[src/core/sphc_pkg.sv]
// package: constants and types for the static power hold controller
package sphc_pkg;

  // -----------------------------------------------------------------
  // clock and timing
  // -----------------------------------------------------------------
  localparam int unsigned CLK_PERIOD_PS = 10000;
  localparam int unsigned ENTRY_DELAY_NS = 1000;
  localparam int unsigned EXIT_DELAY_NS = 1000;
  localparam int unsigned ENTRY_CYCLES = (ENTRY_DELAY_NS * 1000) / CLK_PERIOD_PS;
  localparam int unsigned EXIT_LIMIT_CYCLES = (EXIT_DELAY_NS * 1000) / CLK_PERIOD_PS;
  localparam int unsigned FILTER_CYCLES = 4;
  localparam int unsigned CNT_W = 8;

  // -----------------------------------------------------------------
  // pads and registers
  // -----------------------------------------------------------------
  localparam int unsigned NUM_PADS = 8;
  localparam int unsigned ADDR_W = 4;
  localparam logic [ADDR_W-1:0] CTRL_OFFSET = 4'h0;
  localparam logic [ADDR_W-1:0] PULL_EN_OFFSET = 4'h4;
  localparam logic [ADDR_W-1:0] PULL_UP_OFFSET = 4'h8;
  localparam logic [ADDR_W-1:0] STATUS_OFFSET = 4'hc;
  localparam logic [31:0] CTRL_RESET = 32'h0000_0000;
  localparam logic [31:0] PULL_RESET = 32'h0000_0000;
  localparam int unsigned CTRL_TYPE2_BIT = 0;

  typedef enum logic [1:0] {
    SPHC_RUN = 2'b00,
    SPHC_ENTERING = 2'b01,
    SPHC_HOLD = 2'b10
  } sphc_state_t;

  typedef struct packed {
    logic [31:0] wdata;
    logic [ADDR_W-1:0] addr;
    logic wr;
    logic rd;
  } sphc_bus_req_t;

  typedef struct packed {
    logic [NUM_PADS-1:0] out;
    logic [NUM_PADS-1:0] oe;
    logic [NUM_PADS-1:0] pull_en;
    logic [NUM_PADS-1:0] pull_up;
  } sphc_pad_t;

endpackage

[src/core/sphc_sync_filter.sv]
// synchroniser plus glitch filter for the hold request pin
`timescale 1ns/1ps
`default_nettype none
module sphc_sync_filter
  import sphc_pkg::*;
(
  input wire logic clk_sys_i,
  input wire logic rst_i,
  input wire logic pin_i,
  output logic level_o
);
  logic s1_q;
  logic s2_q;
  logic s3_q;
  logic [CNT_W-1:0] cnt_q;

  // -----------------------------------------------------------------
  // three-stage synchroniser
  // -----------------------------------------------------------------
  always_ff @(posedge clk_sys_i) begin
    if (rst_i) begin
      s1_q <= 1'b1;
      s2_q <= 1'b1;
      s3_q <= 1'b1;
    end else begin
      s1_q <= pin_i;
      s2_q <= s1_q;
      s3_q <= s2_q;
    end
  end

  // -----------------------------------------------------------------
  // filter: level must hold steady before it is accepted
  // -----------------------------------------------------------------
  always_ff @(posedge clk_sys_i) begin
    if (rst_i) begin
      cnt_q <= '0;
      level_o <= 1'b1;
    end else if (s2_q != s3_q || s3_q == level_o) begin
      cnt_q <= '0;
    end else if (cnt_q == CNT_W'(FILTER_CYCLES - 1)) begin
      cnt_q <= '0;
      level_o <= s3_q;
    end else begin
      cnt_q <= cnt_q + CNT_W'(1);
    end
  end
endmodule
`default_nettype wire

[src/core/sphc_top.sv]
// static power hold controller: entry/exit sequencing and pad/core forcing
// What this block does, and what its user must do
// type 1: enter hold 1 us after pin low
// pin high returns device to normal operation
// type 1: pin level alone decides hold
// type 2: enter only if pin low and permit
// permit gates entry only, nothing else
// user drops permit after type 2 exit
// pin active low, permit active high
// unpulled pads tristate during hold
// pulled pads keep weak pull in hold
// core sees high from inputs during hold
// no weak pull on hold pin
// hold stops embedded clock synthesizer
// exit completes within 1 us of pin high
// user keeps permit high until entry done
// hold pin glitch filtered
// entry delay counted after synchroniser
//
// Implementation choices: the register addresses and the strobed register port.
`timescale 1ns/1ps
`default_nettype none
module sphc_top
  import sphc_pkg::*;
(
  input wire logic clk_sys_i,
  input wire logic rst_i,
  input wire logic hold_request_pin_n_i,
  input wire logic hold_permit_i,
  input wire logic [ADDR_W-1:0] reg_addr_i,
  input wire logic [31:0] reg_wdata_i,
  input wire logic reg_wr_i,
  input wire logic reg_rd_i,
  output logic [31:0] reg_rdata_o,
  input wire logic [NUM_PADS-1:0] core_out_i,
  input wire logic [NUM_PADS-1:0] core_oe_i,
  input wire logic [NUM_PADS-1:0] pad_in_i,
  output logic [NUM_PADS-1:0] pad_out_o,
  output logic [NUM_PADS-1:0] pad_oe_o,
  output logic [NUM_PADS-1:0] pad_pull_en_o,
  output logic [NUM_PADS-1:0] pad_pull_up_o,
  output logic [NUM_PADS-1:0] core_in_o,
  output logic synth_power_down_o,
  output logic hold_active_o
);
  sphc_state_t state_q;
  logic pin_n_filt;
  logic type2_q;
  logic [NUM_PADS-1:0] pull_en_q;
  logic [NUM_PADS-1:0] pull_up_q;
  logic [CNT_W-1:0] entry_cnt_q;
  logic permit_q;
  logic entry_cond;
  sphc_pad_t pad_d;
  sphc_bus_req_t req;
  logic [NUM_PADS-1:0] core_in_d;

  assign req = '{wdata: reg_wdata_i, addr: reg_addr_i, wr: reg_wr_i, rd: reg_rd_i};

  // -----------------------------------------------------------------
  // decode helpers
  // -----------------------------------------------------------------
  function automatic logic is_hold(input sphc_state_t s);
    return s == SPHC_HOLD;
  endfunction

  // -----------------------------------------------------------------
  // pin input buffer
  // -----------------------------------------------------------------
  // slow filter trades a few cycles of latency for immunity to pin noise
  sphc_sync_filter u_hold_pin_input_buffer (
    .clk_sys_i(clk_sys_i),
    .rst_i(rst_i),
    .pin_i(hold_request_pin_n_i),
    .level_o(pin_n_filt)
  );

  // permit comes from fabric logic on this clock: no synchroniser
  always_ff @(posedge clk_sys_i) begin
    if (rst_i) begin
      permit_q <= 1'b0;
    end else begin
      permit_q <= hold_permit_i;
    end
  end

  // -----------------------------------------------------------------
  // entry condition
  // -----------------------------------------------------------------
  // type 1 never looks at permit
  always_comb begin
    if (type2_q) begin
      entry_cond = !pin_n_filt && permit_q;
    end else begin
      entry_cond = !pin_n_filt;
    end
  end

  // -----------------------------------------------------------------
  // hold sequencer
  // -----------------------------------------------------------------
  always_ff @(posedge clk_sys_i) begin
    if (rst_i) begin
      state_q <= SPHC_RUN;
      entry_cnt_q <= '0;
    end else begin
      case (state_q)
        SPHC_RUN: begin
          // every attempt counts from zero, an aborted one leaves nothing behind
          entry_cnt_q <= '0;
          if (entry_cond) begin
            state_q <= SPHC_ENTERING;
          end
        end
        SPHC_ENTERING: begin
          // dropping the entry condition (pin, or permit in type 2) aborts entry; permit matters only in SPHC_RUN and here
          if (!entry_cond) begin
            state_q <= SPHC_RUN;
          end else if (entry_cnt_q == CNT_W'(ENTRY_CYCLES - 1)) begin
            state_q <= SPHC_HOLD;
          end else begin
            entry_cnt_q <= entry_cnt_q + CNT_W'(1);
          end
        end
        SPHC_HOLD: begin
          // exit on pin only, whatever permit does; filter latency is well under 1 us
          if (pin_n_filt) begin
            state_q <= SPHC_RUN;
          end
        end
        default: begin
          state_q <= SPHC_RUN;
        end
      endcase
    end
  end

  // -----------------------------------------------------------------
  // pad output and enable forcing
  // -----------------------------------------------------------------
  always_comb begin
    pad_d.pull_en = pull_en_q;
    pad_d.pull_up = pull_up_q;
    if (is_hold(state_q)) begin
      // out parked low as well, so only oe decides the pad in hold
      pad_d.out = '0;
      pad_d.oe = '0;
    end else begin
      pad_d.out = core_out_i;
      pad_d.oe = core_oe_i;
    end
  end

  // -----------------------------------------------------------------
  // core-input forcing, one pad at a time
  // -----------------------------------------------------------------
  for (genvar i = 0; i < NUM_PADS; i++) begin : g_core_in
    assign core_in_d[i] = is_hold(state_q) | pad_in_i[i];
  end

  always_ff @(posedge clk_sys_i) begin
    if (rst_i) begin
      pad_out_o <= '0;
      pad_oe_o <= '0;
      pad_pull_en_o <= '0;
      pad_pull_up_o <= '0;
      core_in_o <= '1;
    end else begin
      pad_out_o <= pad_d.out;
      pad_oe_o <= pad_d.oe;
      pad_pull_en_o <= pad_d.pull_en;
      pad_pull_up_o <= pad_d.pull_up;
      core_in_o <= core_in_d;
    end
  end

  always_ff @(posedge clk_sys_i) begin
    if (rst_i) begin
      synth_power_down_o <= 1'b0;
      hold_active_o <= 1'b0;
    end else begin
      // synthesizer relock after exit is left to the user logic
      synth_power_down_o <= is_hold(state_q);
      hold_active_o <= is_hold(state_q);
    end
  end

  // -----------------------------------------------------------------
  // register port
  // -----------------------------------------------------------------
  always_ff @(posedge clk_sys_i) begin
    if (rst_i) begin
      type2_q <= CTRL_RESET[CTRL_TYPE2_BIT];
      pull_en_q <= PULL_RESET[NUM_PADS-1:0];
      pull_up_q <= PULL_RESET[NUM_PADS-1:0];
    end else if (req.wr) begin
      // unmapped writes are dropped; the port has no error response
      case (req.addr)
        CTRL_OFFSET: type2_q <= req.wdata[CTRL_TYPE2_BIT];
        PULL_EN_OFFSET: pull_en_q <= req.wdata[NUM_PADS-1:0];
        PULL_UP_OFFSET: pull_up_q <= req.wdata[NUM_PADS-1:0];
        default: begin
        end
      endcase
    end
  end

  always_ff @(posedge clk_sys_i) begin
    if (rst_i) begin
      reg_rdata_o <= '0;
    end else if (req.rd) begin
      case (req.addr)
        CTRL_OFFSET: reg_rdata_o <= {31'h0, type2_q};
        PULL_EN_OFFSET: reg_rdata_o <= {24'h0, pull_en_q};
        PULL_UP_OFFSET: reg_rdata_o <= {24'h0, pull_up_q};
        STATUS_OFFSET: reg_rdata_o <= {28'h0, permit_q, pin_n_filt, state_q};
        default: reg_rdata_o <= '0;
      endcase
    end else begin
      // data stands one cycle only, so a late sampler sees zero
      reg_rdata_o <= '0;
    end
  end
endmodule
`default_nettype wire

[config.mk]
export PLATFORM = sky130hd
export DESIGN_NAME = sphc_top
export DESIGN_NICKNAME = d
export VERILOG_FILES = /design/src/core/sphc_pkg.sv /design/src/core/sphc_sync_filter.sv /design/src/core/sphc_top.sv
export SDC_FILE = /design/constraint.sdc
export NUM_CORES = 1
export LEC_CHECK = 0
export BUFFER_PORTS_ARGS = -buffer_cell sky130_fd_sc_hd__buf_2
export CAP_MARGIN = 25
export CORE_UTILIZATION = 43
export CTS_CLUSTER_DIAMETER = 200
export CTS_CLUSTER_SIZE = 14
export DETAILED_ROUTE_END_ITERATION = 6
export GPL_TIMING_DRIVEN = 0
export PLACE_DENSITY = 0.81
export SLEW_MARGIN = 20
export SYNTH_ARGS = -nofsm -noshare
export SYNTH_HDL_FRONTEND = slang
export SYNTH_SLANG_ARGS = --single-unit
[constraint.sdc]
create_clock -name clk_sys_i -period 1.7 [get_ports clk_sys_i]
set_input_delay 0.085 -clock clk_sys_i [delete_from_list [all_inputs] [get_ports clk_sys_i]]
set_output_delay 0.085 -clock clk_sys_i [all_outputs]
set_load 0.01 [all_outputs]
==> metrics.yaml, run 1 <==
finish:
  layout.nets: 557
  fin_area_um2: 4530
  nFillCells: 586
  fin_util_pct: 61.8
  drive_above_1_share_pct: 32.8
  syn_to_final_growth_pct: 37.0
  diodes: 0
sta:
  min_period_ns: 1.63
  slew_violations: 0
  fin_skew_ns: 0.0107
  finalCritPeriodShare_pct: 95.9
  max_freq_mhz: 613
  fin_ws_ns: 0.0692
  setup_viol: 0
  hold_viol_final: 0
  rsz0062_at_grt: "no"
  hold_ws_ns: 0.0155
logic_synthesis:
  syn_inst: 332
  syn-cell-area_um2: 3310
  yosysTopAreaCell: "dfxtp_1"
  async_flop_share_pct: 0
  yosysMostFrequentCell: "dfxtp_1"
  avgSynthCellArea_um2: 9.96
  synth_edf_count: 0
  synth-seq-cells: 89
  synth_top_cells_by_count: "dfxtp_1, buf_4, nand3_1, nand2_1, nor2b_1"
  synth_area_leaders: "dfxtp_1, buf_4, nor2b_1"
  synthFlopType: "dfxtp_1"
  yosysTopAreaCellShare_pct: 53.9
  yosys_warnings: 0
  ys_seq_area_share_pct: 53.9
  synth_cell_types: 45
power:
  cellLeakagePower_nw: 1.96
  power_density_nw_per_um2: 866
  vdd_drop_max_uv: 357
die:
  die_area_um2: 8040
  coreArea_um2: 7330
  fp.dieH_um: 89.7
  start_util_pct: 45.1
  io-pin-count: 140
  die_w_um: 89.7
  rows: 31
placement:
  gp_congestion: 0.828
  dp_slack_ns: -0.0941
  port-buffer-count: 89
  dp_hpwl_mm: 4.82
  post_dp_cell_area_um2: 3960
routing:
  wl_per_cell_um: 12.3
  first_pass_iters: 4
  drcViolationCount: 0
  drtIter0Drc: 119
  vias_per_cell: 4.61
  routed_wl_mm: 7.32
  vias: 2735
  final_antenna_net_count: 0
outcome:
  outcome: "complete, no violations"
clocking:
  numCtsBuffers: 9
  cts_tree: "yes"
  clk_latency_ns: 0.35
  clk_pin_slew_ns: 0.08
  root_buffer: "clkbuf_8"
  cts.path.max_buffers: 2
  htreeDepth: 3
  clkSinkCount: 89
grt:
  antenna_found_initial: 0
  grt_usage_pct: 18.6
  grt_max_degree: 17
  grt_overflow_total: 0
  grt_pass1_vias: 2601
  grt_pass1_wl_mm: 11.3
setup_path:
  startpoint_type: "register"
  critPathRequiredTime_ns: 1.94
  critPathArrivalTime_ns: 1.87
  cp_max_fo: 8
  end_kind: "register"
  critical_path_class: "reg -> reg"
run:
  drv_cap: 0
min_path:
  hold_class: "in -> reg"
==> layer usage <==
metal	vias up	part of all wire, %	GRT usage, %
met2	123	49	33.1
met4	0	1.1	8.08
li1	1376	-	-
met1	1231	43	21.4
met3	5	7.5	4.20
met5	-	0	0
==> worst max-delay path: stages, from the launching register on <==
cell and delay, ns:
dfxtp_4 0.37, ha_4 0.15, or4b_4 0.47, nor4_4 0.18
or3_1 0.16, buf_6 0.15, nor2_2 0.05
==> state kept, by name (all words and copies together), names as in the netlist <==
name,cells
pull_en_q,8
pad_pull_up_o,8
u_hold_pin_input_buffer.s2_q,1
u_hold_pin_input_buffer.cnt_q,8
type2_q,1
pad_oe_o,8
u_hold_pin_input_buffer.level_o,1
core_in_o,8
u_hold_pin_input_buffer.s3_q,1
pad_out_o,8
pad_pull_en_o,8
pull_up_q,8
entry_cnt_q,8
hold_active_o,1
reg_rdata_o,8
permit_q,1
state_q,2
u_hold_pin_input_buffer.s1_q,1
==> cell type report <==
class                   instances  area, um2  share of cell area (%)
well taps                      99        124                    2.74
multi-input cells             223       1360                    30.1
clock inverters                 6       75.1                    1.66
inverters                       3       11.3                   0.249
clock buffers                  10        128                    2.82
repair buffers                123        783                    17.3
plain buffers                  40        254                    5.61
flip-flops and latches         89       1790                    39.6
==> power by group <==
| part | internal, mW | total (mW) | switching (mW) |
|---|---|---|---|
| logic | 0.178 | 0.332 | 0.154 |
| clock network | 0.700 | 1.45 | 0.752 |
| registers | 2.12 | 2.14 | 0.0150 |
==> through the flow <==
stage	std cells	TNS, ns	total power [mW]
2_1_floorplan	355	0	2.35
3_3_place_gp	543	-0.522	2.45
6_report	593	0	3.92
5_1_grt	593	0	4.09
3_5_place_dp	543	-0.751	2.45
4_1_cts	592	0	3.95
==> kinds of logic after synthesis <==
group	synth area share, %
AND/OR/NAND/NOR	24.9
flip-flops	53.9
buffers and inverters	8.02
AO/OA/AOI/OAI	7.76
XOR/XNOR	1.85
multiplexers	2.65
adder cells (fa/ha/maj)	0.757
other	0.113
==> repair_timing <==
item	CTS	global route
gates resized for setup	4	6
cloned	0	0
setup endpoints to repair	9	15
endpoints found under the hold margin	40	0
hold buffers	33	0
pin swaps	0	1
setup buffers	0	1
==> layout by cell type (no fill, tap or decap), types with 4 or more instances in the layout <==
master	count
buf_2	91
dfxtp_1	85
dlygate4sd3_1	33
buf_4	26
nand3_1	24
conb_1	24
nand2_1	23
nor2b_1	21
and2_1	19
a21oi_1	19
nor2_1	14
clkbuf_1	13
nor2_2	10
nand2b_1	10
clkbuf_8	9
a22oi_1	7
xor2_1	6
mux2_2	4
==> path summary, 6_finish.rpt <==
check	from	to	slack, ns	depth (start not counted)
worst max-delay path	u_hold_pin_input_buffer.cnt_q[1]	u_hold_pin_input_buffer.cnt_q[4]	0.07	6
worst min register to register	u_hold_pin_input_buffer.s1_q	u_hold_pin_input_buffer.s2_q	0.43	1
worst min-delay path	reg_wdata_i[0]	type2_q	0.02	3
worst max register to register	u_hold_pin_input_buffer.cnt_q[1]	u_hold_pin_input_buffer.cnt_q[4]	0.07	6
No activity file was read; power rests on OpenSTA's default activity.
==> run 2: changes to the inputs <==
--- a/config.mk
+++ b/config.mk
@@ -7,12 +7,16 @@
 export LEC_CHECK = 0
 export BUFFER_PORTS_ARGS = -buffer_cell sky130_fd_sc_hd__buf_2
 export CAP_MARGIN = 25
-export CORE_UTILIZATION = 43
+export CELL_PAD_IN_SITES_DETAIL_PLACEMENT = 1
+export CELL_PAD_IN_SITES_GLOBAL_PLACEMENT = 2
+export CORE_MARGIN = 2
+export CORE_UTILIZATION = 25
 export CTS_CLUSTER_DIAMETER = 200
 export CTS_CLUSTER_SIZE = 14
 export DETAILED_ROUTE_END_ITERATION = 6
 export GPL_TIMING_DRIVEN = 0
 export PLACE_DENSITY = 0.81
+export RECOVER_POWER = 100
 export SLEW_MARGIN = 20
 export SYNTH_ARGS = -nofsm -noshare
 export SYNTH_HDL_FRONTEND = slang
==> metrics.yaml, run 2 (same netlist as run 1, synthesis figures left out) <==
setup_path:
  path_delay_family: "simple AND/OR/NAND/NOR gates"
  startpoint_type: "register"
  critPathArrivalTime_ns: 1.89
  critPathRequiredTime_ns: 1.93
  crit_slowest_cell: "or4b_4"
  crit_path_max_incr_delay_ns: 0.47
  worstPathCellList: "ha_4 -> or4b_4 -> nor4_4 -> or3_4 -> buf_12 -> nor2_4"
  end_kind: "register"
  cp_max_fo: 8
  worst-path-buf-inv: 1
  critical_path_class: "reg -> reg"
finish:
  mostFrequentLayoutCells: "dfxtp_1, clkbuf_1, buf_2, buf_4, dlygate4sd3_1"
  syn_to_final_growth_pct: 42.8
  layout.nets: 556
  multi_input_area_um2: 1390
  final_common_cell: "dfxtp_1"
  fin_area_um2: 4720
  drive_above_1_share_pct: 24.1
  seqCellArea_um2: 1790
  diodes: 0
  nFillCells: 1536
die:
  start_util_pct: 25.3
  fp.dieH_um: 119
  die_w_um: 119
  rows: 42
  coreArea_um2: 13100
  die_area_um2: 14200
  io-pin-count: 140
power:
  power_density_nw_per_um2: 1010
  vdd_drop_max_uv: 595
  cellLeakagePower_nw: 1.84
sta:
  hold_ws_ns: 0.0149
  relSlewSlack_pct: 65.2
  setup_viol: 0
  fin_ws_ns: 0.0434
  slew_violations: 0
  finalCritPeriodShare_pct: 97.4
  worst_pin_slew_ns: 0.523
  min_period_ns: 1.66
  rsz0062_at_grt: "yes"
  fin_skew_ns: 0.00753
  hold_viol_final: 0
  max_freq_mhz: 604
clocking:
  root_buffer: "clkbuf_16"
  cts.path.max_buffers: 2
  clkSinkCount: 89
  htreeDepth: 3
  numCtsBuffers: 9
  clk_pin_slew_ns: 0.07
  clk_latency_ns: 0.34
  cts_tree: "yes"
routing:
  final_antenna_net_count: 0
  drtIter0Drc: 101
  vias: 2792
  drcViolationCount: 0
  wl_per_cell_um: 14.3
  vias_per_cell: 4.17
  routed_wl_mm: 9.58
  first_pass_iters: 4
grt:
  grt_overflow_total: 0
  antenna_found_initial: 0
  use_met2_pct: 24.6
  grt_pass1_wl_mm: 15.1
  grt_pass1_vias: 3086
  grt_usage_pct: 13.6
  grt_use_met1_pct: 14.7
  met3_usage_pct: 4.84
  grt_most_used_layer: "met2"
  grt_max_degree: 17
placement:
  gp_congestion: 0.757
  dp_hpwl_mm: 6.23
  dp_slack_ns: -0.143
  post_dp_cell_area_um2: 4060
  port-buffer-count: 89
run:
  drv_cap: 0
outcome:
  outcome: "complete, no violations"
min_path:
  hold_class: "in -> reg"
run 2: changes by cell type in the layout (fill, tap and decap cells not counted), moves of 4 or more:
| cell | before | now |
|---|---|---|
| clkbuf_8 | 9 | 0 |
| dlygate4sd3_1 | 33 | 26 |
| buf_4 | 26 | 30 |
| clkbuf_1 | 13 | 63 |
| nor2_2 | 10 | 5 |
| and2_0 | 0 | 11 |
| clkbuf_16 | 0 | 9 |
| nor2_4 | 0 | 5 |
| buf_2 | 91 | 40 |
| and2_1 | 19 | 8 |
run 2: where the power goes:
| group | internal, mW | switching [mW] | total [mW] |
|---|---|---|---|
| clock network | 1.45 | 0.871 | 2.32 |
| logic | 0.158 | 0.163 | 0.321 |
| registers | 2.13 | 0.0162 | 2.14 |
run 2: path summary, 6_finish.rpt:
check / cells past startpoint / endpoint / slack [ns] / from
min reg2reg: 1 / u_hold_pin_input_buffer.s2_q / 0.42 / u_hold_pin_input_buffer.s1_q
min: 3 / pull_en_q[1] / 0.01 / reg_wdata_i[1]
max reg2reg: 6 / u_hold_pin_input_buffer.cnt_q[6] / 0.04 / u_hold_pin_input_buffer.cnt_q[0]
max: 6 / u_hold_pin_input_buffer.cnt_q[6] / 0.04 / u_hold_pin_input_buffer.cnt_q[0]
run 2: stage by stage:
| stage | std cells | total power [mW] | setup TNS, ns | utilization (%) |
|---|---|---|---|---|
| after global routing | 669 | 4.95 | -0.135 | 36.1 |
| after detailed placement | 620 | 2.46 | -1.23 | 31.0 |
| after global placement | 620 | 2.46 | -0.890 | 31.0 |
| after floorplan | 355 | 2.35 | 0 | - |
| after CTS | 666 | 4.83 | -0.523 | 36.0 |
| final | 669 | 4.78 | 0 | 36.1 |
run 2: layer usage:
metal,up-vias,share of wire [%]
met4,0,1.9
met3,16,4.9
met2,84,52
met1,1310,41
li1,1382,-
met5,-,0
run 2: final cells by class:
class,instances,share of cell area [%]
buffer,40,5.57
clock buffer,9,4.77
clock inverter,7,2.62
inverter,3,0.239
multi-input combinational,223,29.5
sequential,89,37.9
tap,176,4.66
timing repair buffer,122,14.7
run 2: timing repair:
action | CTS | global route
endpoints found under the setup margin | 14 | 35
cloned | 0 | 0
pin swaps | 10 | 6
buffers inserted | 4 | 3
hold buffers | 26 | 0
resized for setup | 5 | 12
endpoints found under the hold margin | 26 | 0
run 2: worst register-to-register path, delay by kind of cell, from the launching register on:
| family | cells | cell delay (ns) |
|---|---|---|
| adders and majority gates | 1 | 0.13 |
| DFF | 1 | 0.36 |
| buffers and inverters | 1 | 0.14 |
| and+or+nand+nor | 4 | 0.91 |
